==> config.mk <==
export PLATFORM = sky130hd
export DESIGN_NAME = sram_host_ctrl
export DESIGN_NICKNAME = d
export VERILOG_FILES = /design/src/hw/sram_host_pkg.sv /design/src/hw/sram_phase_timer.sv /design/src/hw/sram_host_ctrl.sv
export SDC_FILE = /design/constraint.sdc
export NUM_CORES = 1
export LEC_CHECK = 0
export ABC_AREA = 1
export BUFFER_PORTS_ARGS = -buffer_cell sky130_fd_sc_hd__buf_2
export CORE_MARGIN = 2
export CORE_UTILIZATION = 49
export CTS_CLUSTER_SIZE = 28
export DETAILED_ROUTE_END_ITERATION = 6
export PLACE_DENSITY_LB_ADDON = 0.1
export RECOVER_POWER = 25
export SYNTH_ARGS = -nofsm -noshare
export SYNTH_HDL_FRONTEND = slang
export SYNTH_SLANG_ARGS = --single-unit
==> constraint.sdc <==
create_clock -name i_sys_clk -period 1.9 [get_ports i_sys_clk]
set_clock_uncertainty 0.15 [all_clocks]
set_input_delay 0.095 -clock i_sys_clk [delete_from_list [all_inputs] [get_ports i_sys_clk]]
set_output_delay 0.095 -clock i_sys_clk [all_outputs]
set_load 0.02 [all_outputs]
==> src/hw/sram_host_pkg.sv <==
// Purpose: Shared constants for the static RAM host controller.
// Assumes: 125 MHz system clock and the slower speed grade of the RAM.
// Notes: Times are in ns; cycle counts derive from them.
package sram_host_pkg;
  localparam int ADDR_W = 15;
  localparam int DATA_W = 8;
  localparam int CNT_W = 4;
  localparam int CLK_NS = 8;
  localparam int T_READ_CYCLE_NS = 70;
  localparam int T_ADDR_TO_DATA_NS = 70;
  localparam int T_OE_OFF_NS = 25;
  localparam int T_WE_PULSE_NS = 50;
  localparam int T_ADDR_TO_WEND_NS = 60;
  localparam int T_WRITE_CYCLE_NS = 70;
  localparam int WRITE_STROBE_OUTPUT_OFF_DELAY_NS = 25;
  localparam int WRITE_DATA_SETUP_TIME_NS = 30;
  localparam int SYNC_STAGES = 2;
  // Least times round up to whole cycles.
  localparam int WE_PULSE_CYC = (T_WE_PULSE_NS + CLK_NS - 1) / CLK_NS;
  localparam int AW_CYC = (T_ADDR_TO_WEND_NS + CLK_NS - 1) / CLK_NS;
  localparam int SD_CYC = (WRITE_DATA_SETUP_TIME_NS + CLK_NS - 1) / CLK_NS;
  localparam int WMIN_CYC = (WRITE_STROBE_OUTPUT_OFF_DELAY_NS
    + WRITE_DATA_SETUP_TIME_NS + CLK_NS - 1) / CLK_NS;
  localparam int WC_CYC = (T_WRITE_CYCLE_NS + CLK_NS - 1) / CLK_NS;
  localparam int WE_LOW_CYC = (WE_PULSE_CYC > AW_CYC - 1) ?
    WE_PULSE_CYC : AW_CYC - 1;
  localparam int RD_CYC = (T_ADDR_TO_DATA_NS + CLK_NS - 1) / CLK_NS
    + SYNC_STAGES;
  localparam int RC_CYC = (T_READ_CYCLE_NS + CLK_NS - 1) / CLK_NS;
  localparam int TURN_CYC = (T_OE_OFF_NS + CLK_NS - 1) / CLK_NS;
  localparam logic [CNT_W-1:0] WE_LOW_LOAD = CNT_W'(WE_LOW_CYC);
  localparam logic [CNT_W-1:0] RD_LOAD = CNT_W'(RD_CYC);
  localparam logic [CNT_W-1:0] TURN_LOAD = CNT_W'(TURN_CYC);
  localparam logic [DATA_W-1:0] DATA_RST = 8'h00;
  localparam logic [ADDR_W-1:0] ADDR_RST = 15'h0000;
endpackage : sram_host_pkg

==> src/hw/sram_phase_timer.sv <==
// Purpose: Down counter that times one phase of a RAM access.
// Assumes: A load value of at least one.
// Notes: o_last is high in the final cycle of a phase of i_value cycles.
`timescale 1ns/10ps
module sram_phase_timer
  import sram_host_pkg::*;
(
  input wire logic i_sys_clk,
  input wire logic i_sys_rst,
  input wire logic i_load,
  input wire logic [CNT_W-1:0] i_value,
  output logic o_last
);
  logic [CNT_W-1:0] cnt_q;
  logic [CNT_W-1:0] cnt_d;

  always_comb
  begin
    cnt_d = cnt_q;
    if (i_load)
    begin
      cnt_d = i_value;
    end
    else if (cnt_q != '0)
    begin
      cnt_d = cnt_q - 1'b1;
    end
  end

  always_ff @(posedge i_sys_clk)
  begin
    if (i_sys_rst)
    begin
      cnt_q <= '0;
    end
    else
    begin
      cnt_q <= cnt_d;
    end
  end

  assign o_last = (cnt_q == CNT_W'(1));
endmodule : sram_phase_timer

==> src/hw/sram_host_ctrl.sv <==
// Purpose: Host controller that reads and writes a 32K x 8 static RAM.
// Assumes: One request at a time; i_req is taken only while o_ready.
// Notes: Writes are write-strobe controlled with output enable held high.
// Contract
// - Data setup and hold against ending edge.
// - Write cycle covers turn-off plus data setup.
// - Address valid no later than select falling.
// - Never drive pins while device drives them.
`timescale 1ns/10ps
module sram_host_ctrl
  import sram_host_pkg::*;
(
  input wire logic i_sys_clk,
  input wire logic i_sys_rst,
  input wire logic i_req,
  input wire logic i_write,
  input wire logic [ADDR_W-1:0] i_addr,
  input wire logic [DATA_W-1:0] i_wdata,
  output logic o_ready,
  output logic o_rvalid,
  output logic [DATA_W-1:0] o_rdata,
  output logic o_ce_n,
  output logic o_oe_n,
  output logic o_we_n,
  output logic [ADDR_W-1:0] o_address_pins,
  output logic [DATA_W-1:0] o_data_pins,
  output logic o_data_pins_oe,
  input wire logic [DATA_W-1:0] i_data_pins
);
  typedef enum logic [5:0] {
    ST_IDLE = 6'b00_0001,
    ST_WSET = 6'b00_0010,
    ST_WLOW = 6'b00_0100,
    ST_WEND = 6'b00_1000,
    ST_READ = 6'b01_0000,
    ST_TURN = 6'b10_0000
  } state_e;

  state_e state_q;
  state_e state_d;
  logic ce_n_q, ce_n_d, oe_n_q, oe_n_d, we_n_q, we_n_d;
  logic dout_oe_q, dout_oe_d, rvalid_q, rvalid_d;
  logic [ADDR_W-1:0] addr_q, addr_d;
  logic [DATA_W-1:0] dout_q, dout_d, rdata_q, rdata_d;
  logic [DATA_W-1:0] din_meta_q, din_sync_q;
  logic tmr_load;
  logic [CNT_W-1:0] tmr_value;
  logic tmr_last;

  sram_phase_timer u_timer (
    .i_sys_clk(i_sys_clk),
    .i_sys_rst(i_sys_rst),
    .i_load(tmr_load),
    .i_value(tmr_value),
    .o_last(tmr_last)
  );

  // The data pins come from another chip, so they pass two flops.
  always_ff @(posedge i_sys_clk)
  begin
    din_meta_q <= i_data_pins;
    din_sync_q <= din_meta_q;
  end

  always_comb
  begin
    state_d = state_q;
    ce_n_d = ce_n_q;
    oe_n_d = oe_n_q;
    we_n_d = we_n_q;
    dout_oe_d = dout_oe_q;
    addr_d = addr_q;
    dout_d = dout_q;
    rdata_d = rdata_q;
    rvalid_d = 1'b0;
    tmr_load = 1'b0;
    tmr_value = WE_LOW_LOAD;
    case (state_q)
      ST_IDLE:
      begin
        if (i_req)
        begin
          // Address and select change on the same edge.
          addr_d = i_addr;
          ce_n_d = 1'b0;
          if (i_write)
          begin
            dout_d = i_wdata;
            state_d = ST_WSET;
          end
          else
          begin
            oe_n_d = 1'b0;
            tmr_load = 1'b1;
            tmr_value = RD_LOAD;
            state_d = ST_READ;
          end
        end
      end
      ST_WSET:
      begin
        // Output enable stays high, so the RAM never drives here.
        we_n_d = 1'b0;
        dout_oe_d = 1'b1;
        tmr_load = 1'b1;
        // The low time also covers turn-off plus data setup.
        tmr_value = WE_LOW_LOAD;
        state_d = ST_WLOW;
      end
      ST_WLOW:
      begin
        if (tmr_last)
        begin
          // Both strobes rise together and data holds one cycle.
          we_n_d = 1'b1;
          ce_n_d = 1'b1;
          state_d = ST_WEND;
        end
      end
      ST_WEND:
      begin
        dout_oe_d = 1'b0;
        state_d = ST_IDLE;
      end
      ST_READ:
      begin
        if (tmr_last)
        begin
          rdata_d = din_sync_q;
          rvalid_d = 1'b1;
          ce_n_d = 1'b1;
          oe_n_d = 1'b1;
          tmr_load = 1'b1;
          tmr_value = TURN_LOAD;
          state_d = ST_TURN;
        end
      end
      ST_TURN:
      begin
        // Wait out the RAM's output turn-off before the bus may flip.
        if (tmr_last)
        begin
          state_d = ST_IDLE;
        end
      end
      default:
      begin
        state_d = ST_IDLE;
      end
    endcase
  end

  always_ff @(posedge i_sys_clk)
  begin
    if (i_sys_rst)
    begin
      state_q <= ST_IDLE;
      ce_n_q <= 1'b1;
      oe_n_q <= 1'b1;
      we_n_q <= 1'b1;
      dout_oe_q <= 1'b0;
      rvalid_q <= 1'b0;
      addr_q <= ADDR_RST;
      dout_q <= DATA_RST;
      rdata_q <= DATA_RST;
    end
    else
    begin
      state_q <= state_d;
      ce_n_q <= ce_n_d;
      oe_n_q <= oe_n_d;
      we_n_q <= we_n_d;
      dout_oe_q <= dout_oe_d;
      rvalid_q <= rvalid_d;
      addr_q <= addr_d;
      dout_q <= dout_d;
      rdata_q <= rdata_d;
    end
  end

  assign o_ready = (state_q == ST_IDLE);
  assign o_rvalid = rvalid_q;
  assign o_rdata = rdata_q;
  assign o_ce_n = ce_n_q;
  assign o_oe_n = oe_n_q;
  assign o_we_n = we_n_q;
  assign o_address_pins = addr_q;
  assign o_data_pins = dout_q;
  assign o_data_pins_oe = dout_oe_q;
endmodule : sram_host_ctrl

==> Yosys cells after proc, flatten, opt, wreduce, memory -nomap -nowiden <==
Index checks and enable logic that the tools add are counted.
{ "totals": {"reg_bits": 62, "out_inout_bits": 37, "wordCells": 66, "input_bits": 35} }
{ "op_classes": {"bitwise_logic": 1, "reduce_logical": 15, "n_eq_ne": 13, "n_mux": 24, "addsub": 1} }
{ "op_table": {"columns": ["op", "count"], "rows": [
  ["$pmux W6 S5", 1],
  ["$mux W6", 4],
  ["$mux W4", 4],
  ["$ne A2 B2 Y1 const B", 5],
  ["$reduce_bool A2 Y1", 5],
  ["$pmux W1 S2", 4],
  ["$pmux W4 S2", 1],
  ["$reduce_and A4 Y1", 2],
  ["$mux W1", 7],
  ["$eq A6 B1 Y1 const B", 1],
  ["$eq A6 B2 Y1 const B", 1],
  ["$eq A6 B3 Y1 const B", 1],
  ["$eq A6 B4 Y1 const B", 1],
  ["$eq A6 B5 Y1 const B", 1],
  ["$eq A6 B6 Y1 const B", 1],
  ["$reduce_and A2 Y1", 3],
  ["$reduce_and A3 Y1", 2],
  ["$mux W5", 1],
  ["$eq A4 B1 Y1 const B", 1],
  ["$reduce_bool A4 Y1", 1],
  ["$reduce_or A2 Y1", 2],
  ["$sub A4 B1 Y4 const B", 1],
  ["$pmux W1 S3", 1],
  ["$mux W2", 1],
  ["2 further kinds", 2]
]} }

==> Longest topological paths before layout <==
Gate-level depths: netlist of run 1.
{ "depth": {"ltp_word": 4, "depth_mapped": 9} }

==> By module <==
A second synthesis of run 1 with hierarchy kept.
{ "hier_totals": {"hier_cells": 267, "hier_area_um2": 2273.4} }
{ "modules_own_cells": {"columns": ["mod", "area_per_inst_um2", "seq_area_each_um2", "instances", "cells_each"], "rows": [
  ["sram_host_ctrl", 1996.9, 1161.1, 1, 226],
  ["sram_phase_timer", 276.5, 80.1, 1, 41]
]} }

==> Worst setup path before layout of run 1 <==
OpenSTA, ideal clock, no wires.
{ "synth_path": {"kind": "reg-to-reg", "start": "register u_timer.cnt_q[1]", "end": "register rdata_q[0] (netlist: o_rdata[0])", "stages_incl_launch_ff": 9, "arrival_time_ps": 1133, "slack_ps": 501, "setup_ps": 116, "cell_sequence": "dfxtp_1 > inv_1 > ha_1 > inv_1 > nor2_1 > nand2_1 > buf_2 > nor2_1 > nor2_1"} }
{ "synth_via": {"elab_chain_cells": 2} }
{ "synth_rtl": {"columns": ["item", "line", "source"], "rows": [
  ["start, declared", "sram_phase_timer.sv:14", "logic [CNT_W-1:0] cnt_q;"],
  ["start signal, assigned", "sram_phase_timer.sv:38", "cnt_q <= cnt_d;"],
  ["$eq A4 B1 Y1", "sram_phase_timer.sv:42", "assign o_last = (cnt_q == CNT_W'(1));"],
  ["$reduce_and A2 Y1 (no line)", null, null],
  ["end signal, assigned", "sram_host_ctrl.sv:177", "rdata_q <= rdata_d;"],
  ["end, declared", "sram_host_ctrl.sv:44", "logic [DATA_W-1:0] dout_q, dout_d, rdata_q, rdata_d;"]
]} }
Every way passes these cells.
A chain may end at the register's enable or synchronous reset.

==> Final worst setup path of run 1 <==
{ "layout_path": {"start": "register u_timer.cnt_q[1]", "end": "register rdata_q[1] (netlist: o_rdata[1])"} }
Same word-level chain as after synthesis.

==> key figures, run 1 <==
Placement
  – Final GP Congestion: around 0.88
  – Placed Cells: 381
  – DP HPWL: 3.163 mm
  – Port Buf Inserts: 71

Worst setup path
  – Element type at the critical path end: flip-flop
  – Critical path type: flip-flop to flip-flop
  – Startpoint types: flip-flop
  – Worst endpoint required time: about 2000 ps
  – CP Buf/Inv Count: 3
  – CP max stage cell: dfxtp_1
  – Crit-path most repeated cell: nor2_1
  – CP top delay family: simple AND/OR/NAND/NOR gates
  – CP max stage delay: 300 ps
  – Critical path origin: u_timer.cnt_q[1]
  – Arrival @ worst endpoint: 1670 ps
  – Crit-path cells: inv_1 -> ha_1 -> inv_1 -> nor2_1 -> nand2_1 -> buf_4 -> nor2_1 -> nor2_1
  – Max Fanout on Critical Path: 10
  – Worst r2r src: u_timer.cnt_q[1]

Final layout
  – Layout overhead on the synthesized area: 41.72%
  – Core Util, Final: 0.7204
  – Non-Filler Instances: 431
  – Layout cells sized above 1: 0.2533
  – Area occupied by multi-input gates: 844.6 µm²
  – Nets: 412
  – Filler cell count: 360
  – Register area: ~0.0012 mm²
  – Ant diodes: 0

STA
  – Max Slew Vio Count: 0
  – RSZ-0062 raised after global routing: no
  – Worst-Margin Slew: 336.7 ps
  – Post-route clock period utilization: 0.8315
  – Setup violators final: 0
  – Max Fclk: 633.0 MHz
  – Clock period minus worst slack: 1580 ps
  – Total negative slack: 0 ps
  – Slew headroom: 0.7749
  – Final hold vios: 0

Clocking
  – Clk sinks: 62
  – Clk pin slew, worst setup/hold paths: 70 ps
  – Post-CTS Resized: 0
  – H-tree Lvls: 3
  – Clock Path Buffers: 2
  – Setup bufs post-CTS: 0
  – Later-pin clock latency in the skew report: roughly 340 ps
  – Post-CTS Hold Buffers: 34
  – CTS Root Cell: clkbuf_8
  – CTS tree: built
  – TritonCTS Buffers: 9

Synth
  – Yosys warns: 0
  – Syn avg cell area: approximately 8.4 µm²
  – Sequential share of the synthesized area: 0.5608
  – Yosys reg bits: 62
  – Unique masters post-synth: 28
  – Post-synth ARST share: 0
  – Syn nets: 300
  – Post-synth EDFFs: 0
  – Most used flip-flop cell after synthesis: dfxtp_1
  – Yosys top cell area share: 0.5608
  – Cells after Synth: approximately 260
  – Largest area contributor in the netlist: dfxtp_1
  – Synth area leaders: dfxtp_1, nor2_1, o21ai_0
  – Synthesized area: 0.002213 mm²

Flow run
  – Max_cap viols: 0

Detailed routing
  – Post-DRT Antenna Nets: 0
  – DR vias/cell: 4.780
  – Post-Route WL: 5.162 mm
  – DRC Markers: 0
  – Via count: 2060
  – Detailed Routing Iterations Pass 1: 4
  – Drt initial violations: 113
  – Wire per inst: 11.98 µm

Global route
  – Vias in the first global route: 2008
  – First-pass GRT wire length: 8.611 mm
  – Largest net degree at the start of global routing: 25
  – Initial antenna violation count: 0
  – Total grt overflow: 0
  – All-Layer GR Usage: 0.2194

Floorplan
  – Core area: about 0.0044 mm²
  – Die width: 71.21 µm
  – Starting density of the core: 0.5083
  – Die Span Y: 71.21 µm
  – Die Area: roughly 0.0051 mm²
  – Io pins: 72
  – FP Rows: 24

Pwr
  – Max VDD drop: 0.7542 mV
  – PD cells: 1124 mW/mm²
  – Leakage: 1.531 nW
  – Final Power: between 3 and 4 mW

Worst hold path
  – Worst min path class: flip-flop to flip-flop
  – Hold_sp: din_meta_q[1]

Status
  – Status: finished, final reports clean
## cell usage after synthesis, types with 3 or more instances
| master | number |
|---|---|
| nor2_2 | 3 |
| inv_1 | 15 |
| ha_1 | 3 |
| a21oi_1 | 3 |
| dfxtp_1 | 62 |
| nor2_4 | 3 |
| nor2_1 | 82 |
| nand4_1 | 4 |
| o21ai_0 | 33 |
| nand2_1 | 17 |
| nand3_1 | 12 |
## stage by stage
step           hold slack (ps)  worst slack, ps  cell area, µm²
2_1_floorplan           -27.28            501.2            2213
3_3_place_gp             46.97            356.3            2609
3_5_place_dp             49.05            350.3            2609
4_1_cts                  180.3            324.6            3147
5_1_grt                  182.0            156.3            3137
6_report                 177.7            320.1            3137
## final cells by class
class	instances	area share
clock inverters	7	0.02353
inverters	19	0.02314
clock buffers	9	0.03949
well taps	52	0.02074
multi-input cells	173	0.2692
repair buffers	109	0.2282
flip-flops and latches	62	0.3957
## report_power, final
| group | internal, mW | total (mW) | switching (mW) |
|---|---|---|---|
| combinational | 0.327 | 0.859 | 0.532 |
| clock | 0.609 | 1.15 | 0.542 |
| sequential | 1.45 | 1.52 | 0.0710 |
| total | 2.38 | 3.53 | 1.15 |
## layout by cell type (no fill, tap or decap), types with 2 or more instances in the layout
| cell type | Yosys | routed |
|---|---|---|
| nor2_1 | 82 | 82 |
| buf_2 | 2 | 63 |
| dfxtp_1 | 62 | 62 |
| dlygate4sd3_1 | 0 | 34 |
| o21ai_0 | 33 | 33 |
| nand2_1 | 17 | 17 |
| inv_1 | 15 | 15 |
| nand3_1 | 12 | 12 |
| clkbuf_8 | 0 | 9 |
| clkbuf_1 | 2 | 8 |
| nand4_1 | 4 | 4 |
| buf_4 | 1 | 4 |
| nor2_4 | 3 | 3 |
| nor2_2 | 3 | 3 |
| a21oi_1 | 3 | 3 |
| clkinv_2 | 1 | 3 |
| ha_1 | 3 | 3 |
| inv_2 | 2 | 2 |
| a31oi_1 | 2 | 2 |
| nor3_1 | 2 | 2 |
| o211ai_1 | 2 | 2 |
| xor2_1 | 2 | 2 |
| clkinv_4 | 0 | 2 |
## sequential cells by signal (all words and copies together) (netlist names)
register and flops:
o_address_pins 15, din_meta_q 8, din_sync_q 8, o_data_pins 8, o_rdata 8, state_q 6
u_timer.cnt_q 4, o_ce_n 1, o_data_pins_oe 1, o_oe_n 1, o_rvalid 1, o_we_n 1
## kinds of logic after synthesis
logic type / Yosys count / synth area share
simple gates: 127 / 0.2595
compound gates: 41 / 0.09723
buf+inv: 27 / 0.05766
fa+ha+maj: 3 / 0.01696
xor+xnor: 2 / 0.007916
flops: 62 / 0.5608
## final timing paths
| check | cells after the start | to | slack [ps] |
|---|---|---|---|
| worst max-delay path | 8 | o_rdata[1] | 320 |
| worst min-delay path | 0 | din_sync_q[1] | 180 |
| worst max register to register | 8 | o_rdata[1] | 320 |
| worst min register to register | 0 | din_sync_q[1] | 180 |
## per-layer routing
layer	part of all wire	track usage
met5	0	0
met4	0.020	0.08805
met3	0.064	0.09001
met2	0.47	0.3642
met1	0.44	0.2518
(Power assumes the default switching activity.)
==> run 2, diff against run 1 <==
clock period = 1.55 ns   (was 1.9 ns; I/O delays follow)
==> run 2 against run 1 <==
The run now ends with negative setup slack left. Critical path depth is 4 lower. Global-route usage grew 0.089 points. Clock-buffer cell count unchanged. Critical endpoint is now o_ready. First-iteration DRC count shrank 19%. Via count up 4.8%. Sequential share of layout area is 3.9 points lower. Final area increased by 12%. Final cell count rose by 3.5%.
==> key figures, run 2 (same netlist as run 1, synthesis figures left out) <==
Status
  – Status: finished with violations
  – Violated checks: negative setup slack

Final layout
  – Layout cells sized above 1: 0.3909 (+0.1376)
  – Ant diodes: 0 (unchanged)
  – Commonest non-fill, non-tap cell in the layout: nor2_1
  – Layout overhead on the synthesized area: 58.11%
  – Most frequent cells in the layout: nor2_1, buf_2, dfxtp_1, dlygate4sd3_1, nand2_1
  – Nets: 427 (+3.6%)
  – Max reg flops: 15 (unchanged)
  – Filler cell count: 277 (-23%)

Floorplan
  – FP Rows: 24 (unchanged)
  – Io pins: 72 (unchanged)
  – Die Span Y: 71.21 µm (unchanged)
  – Starting density of the core: 0.5083 (unchanged)
  – Core area: 0.004354 mm² (unchanged)
  – Die Area: 0.005071 mm² (unchanged)
  – Die width: 71.21 µm (unchanged)

Global route
  – Met2 GRT Util: 0.3673 (+0.003086)
  – Initial antenna violation count: 0 (unchanged)
  – All-Layer GR Usage: 0.2203 (+0.0008921)
  – Vias in the first global route: 1988 (-1.0%)
  – Global routing's busiest layer: met2
  – Met3 usage: 0.08158 (-0.008439)
  – Largest net degree at the start of global routing: 21 (-16%)
  – Total grt overflow: 0 (unchanged)
  – Met1 Usage GRT: 0.2527 (+0.0009058)
  – First-pass GRT wire length: 8.645 mm (+0.39%)

Detailed routing
  – Post-Route WL: 5.625 mm (+9.0%)
  – Detailed Routing Iterations Pass 1: 4 (unchanged)
  – Post-DRT Antenna Nets: 0 (unchanged)
  – Via count: 2158 (+4.8%)
  – Drt initial violations: 91 (-19%)
  – DRC Markers: 0 (unchanged)
  – DR vias/cell: 4.839 (+1.2%)
  – Wire per inst: 12.61 µm (+5.3%)

STA
  – Max Slew Vio Count: 0 (unchanged)
  – Slew headroom: 0.8025 (+0.02765)
  – Setup violators final: 1 (+1)
  – Max Fclk: 644.5 MHz
  – Worst-Margin Slew: 293.9 ps (-42.79 ps)
  – Worst setup margin: -1.539 ps (-321.7 ps)
  – WHS: 178.5 ps (+0.8610 ps)
  – Post-route clock period utilization: 1.001
  – Final hold vios: 0 (unchanged)
  – Clock period minus worst slack: 1552 ps
  – RSZ-0062 raised after global routing: yes
  – Total negative slack: -1.539 ps (-1.539 ps)

Clocking
  – Later-pin clock latency in the skew report: 340 ps (about the same)
  – CTS tree: built
  – H-tree Lvls: 3 (unchanged)
  – CTS Root Cell: clkbuf_8
  – Clk sinks: 62 (unchanged)
  – Clock Path Buffers: 2 (unchanged)
  – TritonCTS Buffers: 9 (unchanged)
  – Clk pin slew, worst setup/hold paths: 70 ps (about the same)

Worst setup path
  – Max Fanout on Critical Path: 6 (-4)
  – Worst endpoint required time: 1320 ps (-670 ps)
  – Critical path origin: state_q[3]
  – Critical path type: flip-flop to output port
  – Arrival @ worst endpoint: 1320 ps (-350 ps)
  – Element type at the critical path end: output port
  – Worst r2r src: state_q[1]
  – R2R cell count: 9 (+1)
  – Startpoint types: flip-flop

Pwr
  – Final Power: 4.924 mW (+40%)
  – Leakage: 1.670 nW (+9.1%)
  – Max VDD drop: 1.090 mV (+45%)
  – PD cells: 1407 mW/mm² (+25%)

Worst hold path
  – WHS Path Cells: 0 (unchanged)
  – Hold_sp: din_meta_q[3]
  – Worst min path class: flip-flop to flip-flop

Placement
  – Port Buf Inserts: 71 (unchanged)
  – DP HPWL: 3.322 mm (+5.0%)
  – Final GP Congestion: 0.8693 (-1.3%)

Flow run
  – Max_cap viols: 0 (unchanged)
==> run 2: cell types whose count changed in the layout (fill, tap and decap cells not counted), moves of 7 or more <==
cell     change
o21ai_0     -19
nor2_1      -12
o21ai_2     +12
nor2_2       +9
buf_4        +8
buf_6        +7
o21ai_1      +7
==> run 2: stage by stage <==
stage	setup slack, ps	cells	area, µm²	util
6_report	-1.539	446	3500	0.8037
5_1_grt	-54.97	446	3500	0.8037
4_1_cts	12.85	436	3236	0.7431
3_5_place_dp	37.71	386	2646	0.6078
3_3_place_gp	70.71	386	2646	0.6078
2_1_floorplan	151.2	262	2213	-
==> run 2: what timing repair did <==
action                                  in CTS  in global routing
cloned                                       0                  2
hold buffers                                34                  0
pin swaps                                    0                 15
buffers inserted                             0                  8
hold endpoints to repair                    40                  0
gates resized for setup                      1                 78
endpoints found under the setup margin       8                 34
==> run 2: cell type report <==
cell class | instances | area, µm² | area share
inverter | 19 | 88.84 | 0.02538
tap | 52 | 65.06 | 0.01859
sequential | 62 | 1249 | 0.3568
clock buffer | 9 | 123.9 | 0.03540
clock inverter | 7 | 122.6 | 0.03504
timing repair buffer | 123 | 857.1 | 0.2449
multi-input combinational | 174 | 993.5 | 0.2839
==> run 2: final timing paths <==
| kind | to | slack [ps] |
|---|---|---|
| setup / recovery | o_ready | -2 |
| hold / removal | din_sync_q[3] | 180 |
| setup reg to reg | o_address_pins[14] | 20 |
| hold reg to reg | din_sync_q[3] | 180 |
==> run 2: critical path: stages, from the launching register on <==
cell	delay, ps
dfxtp_2	340
nor2_4	220
nand2_1	140
nor2_4	130
buf_4	160
==> run 2: layer usage <==
layer	vias up	wire length (µm)
met2	68	2779
met4	0	140
met1	978	2414
met3	16	291
li1	1096	-
met5	-	0
==> run 2: power breakdown <==
| part | internal [mW] | leakage, nW | switching, mW |
|---|---|---|---|
| Combinational | 0.550 | 1.04 | 0.772 |
| Sequential | 1.78 | 0.514 | 0.0997 |
| Clock | 1.07 | 0.116 | 0.653 |
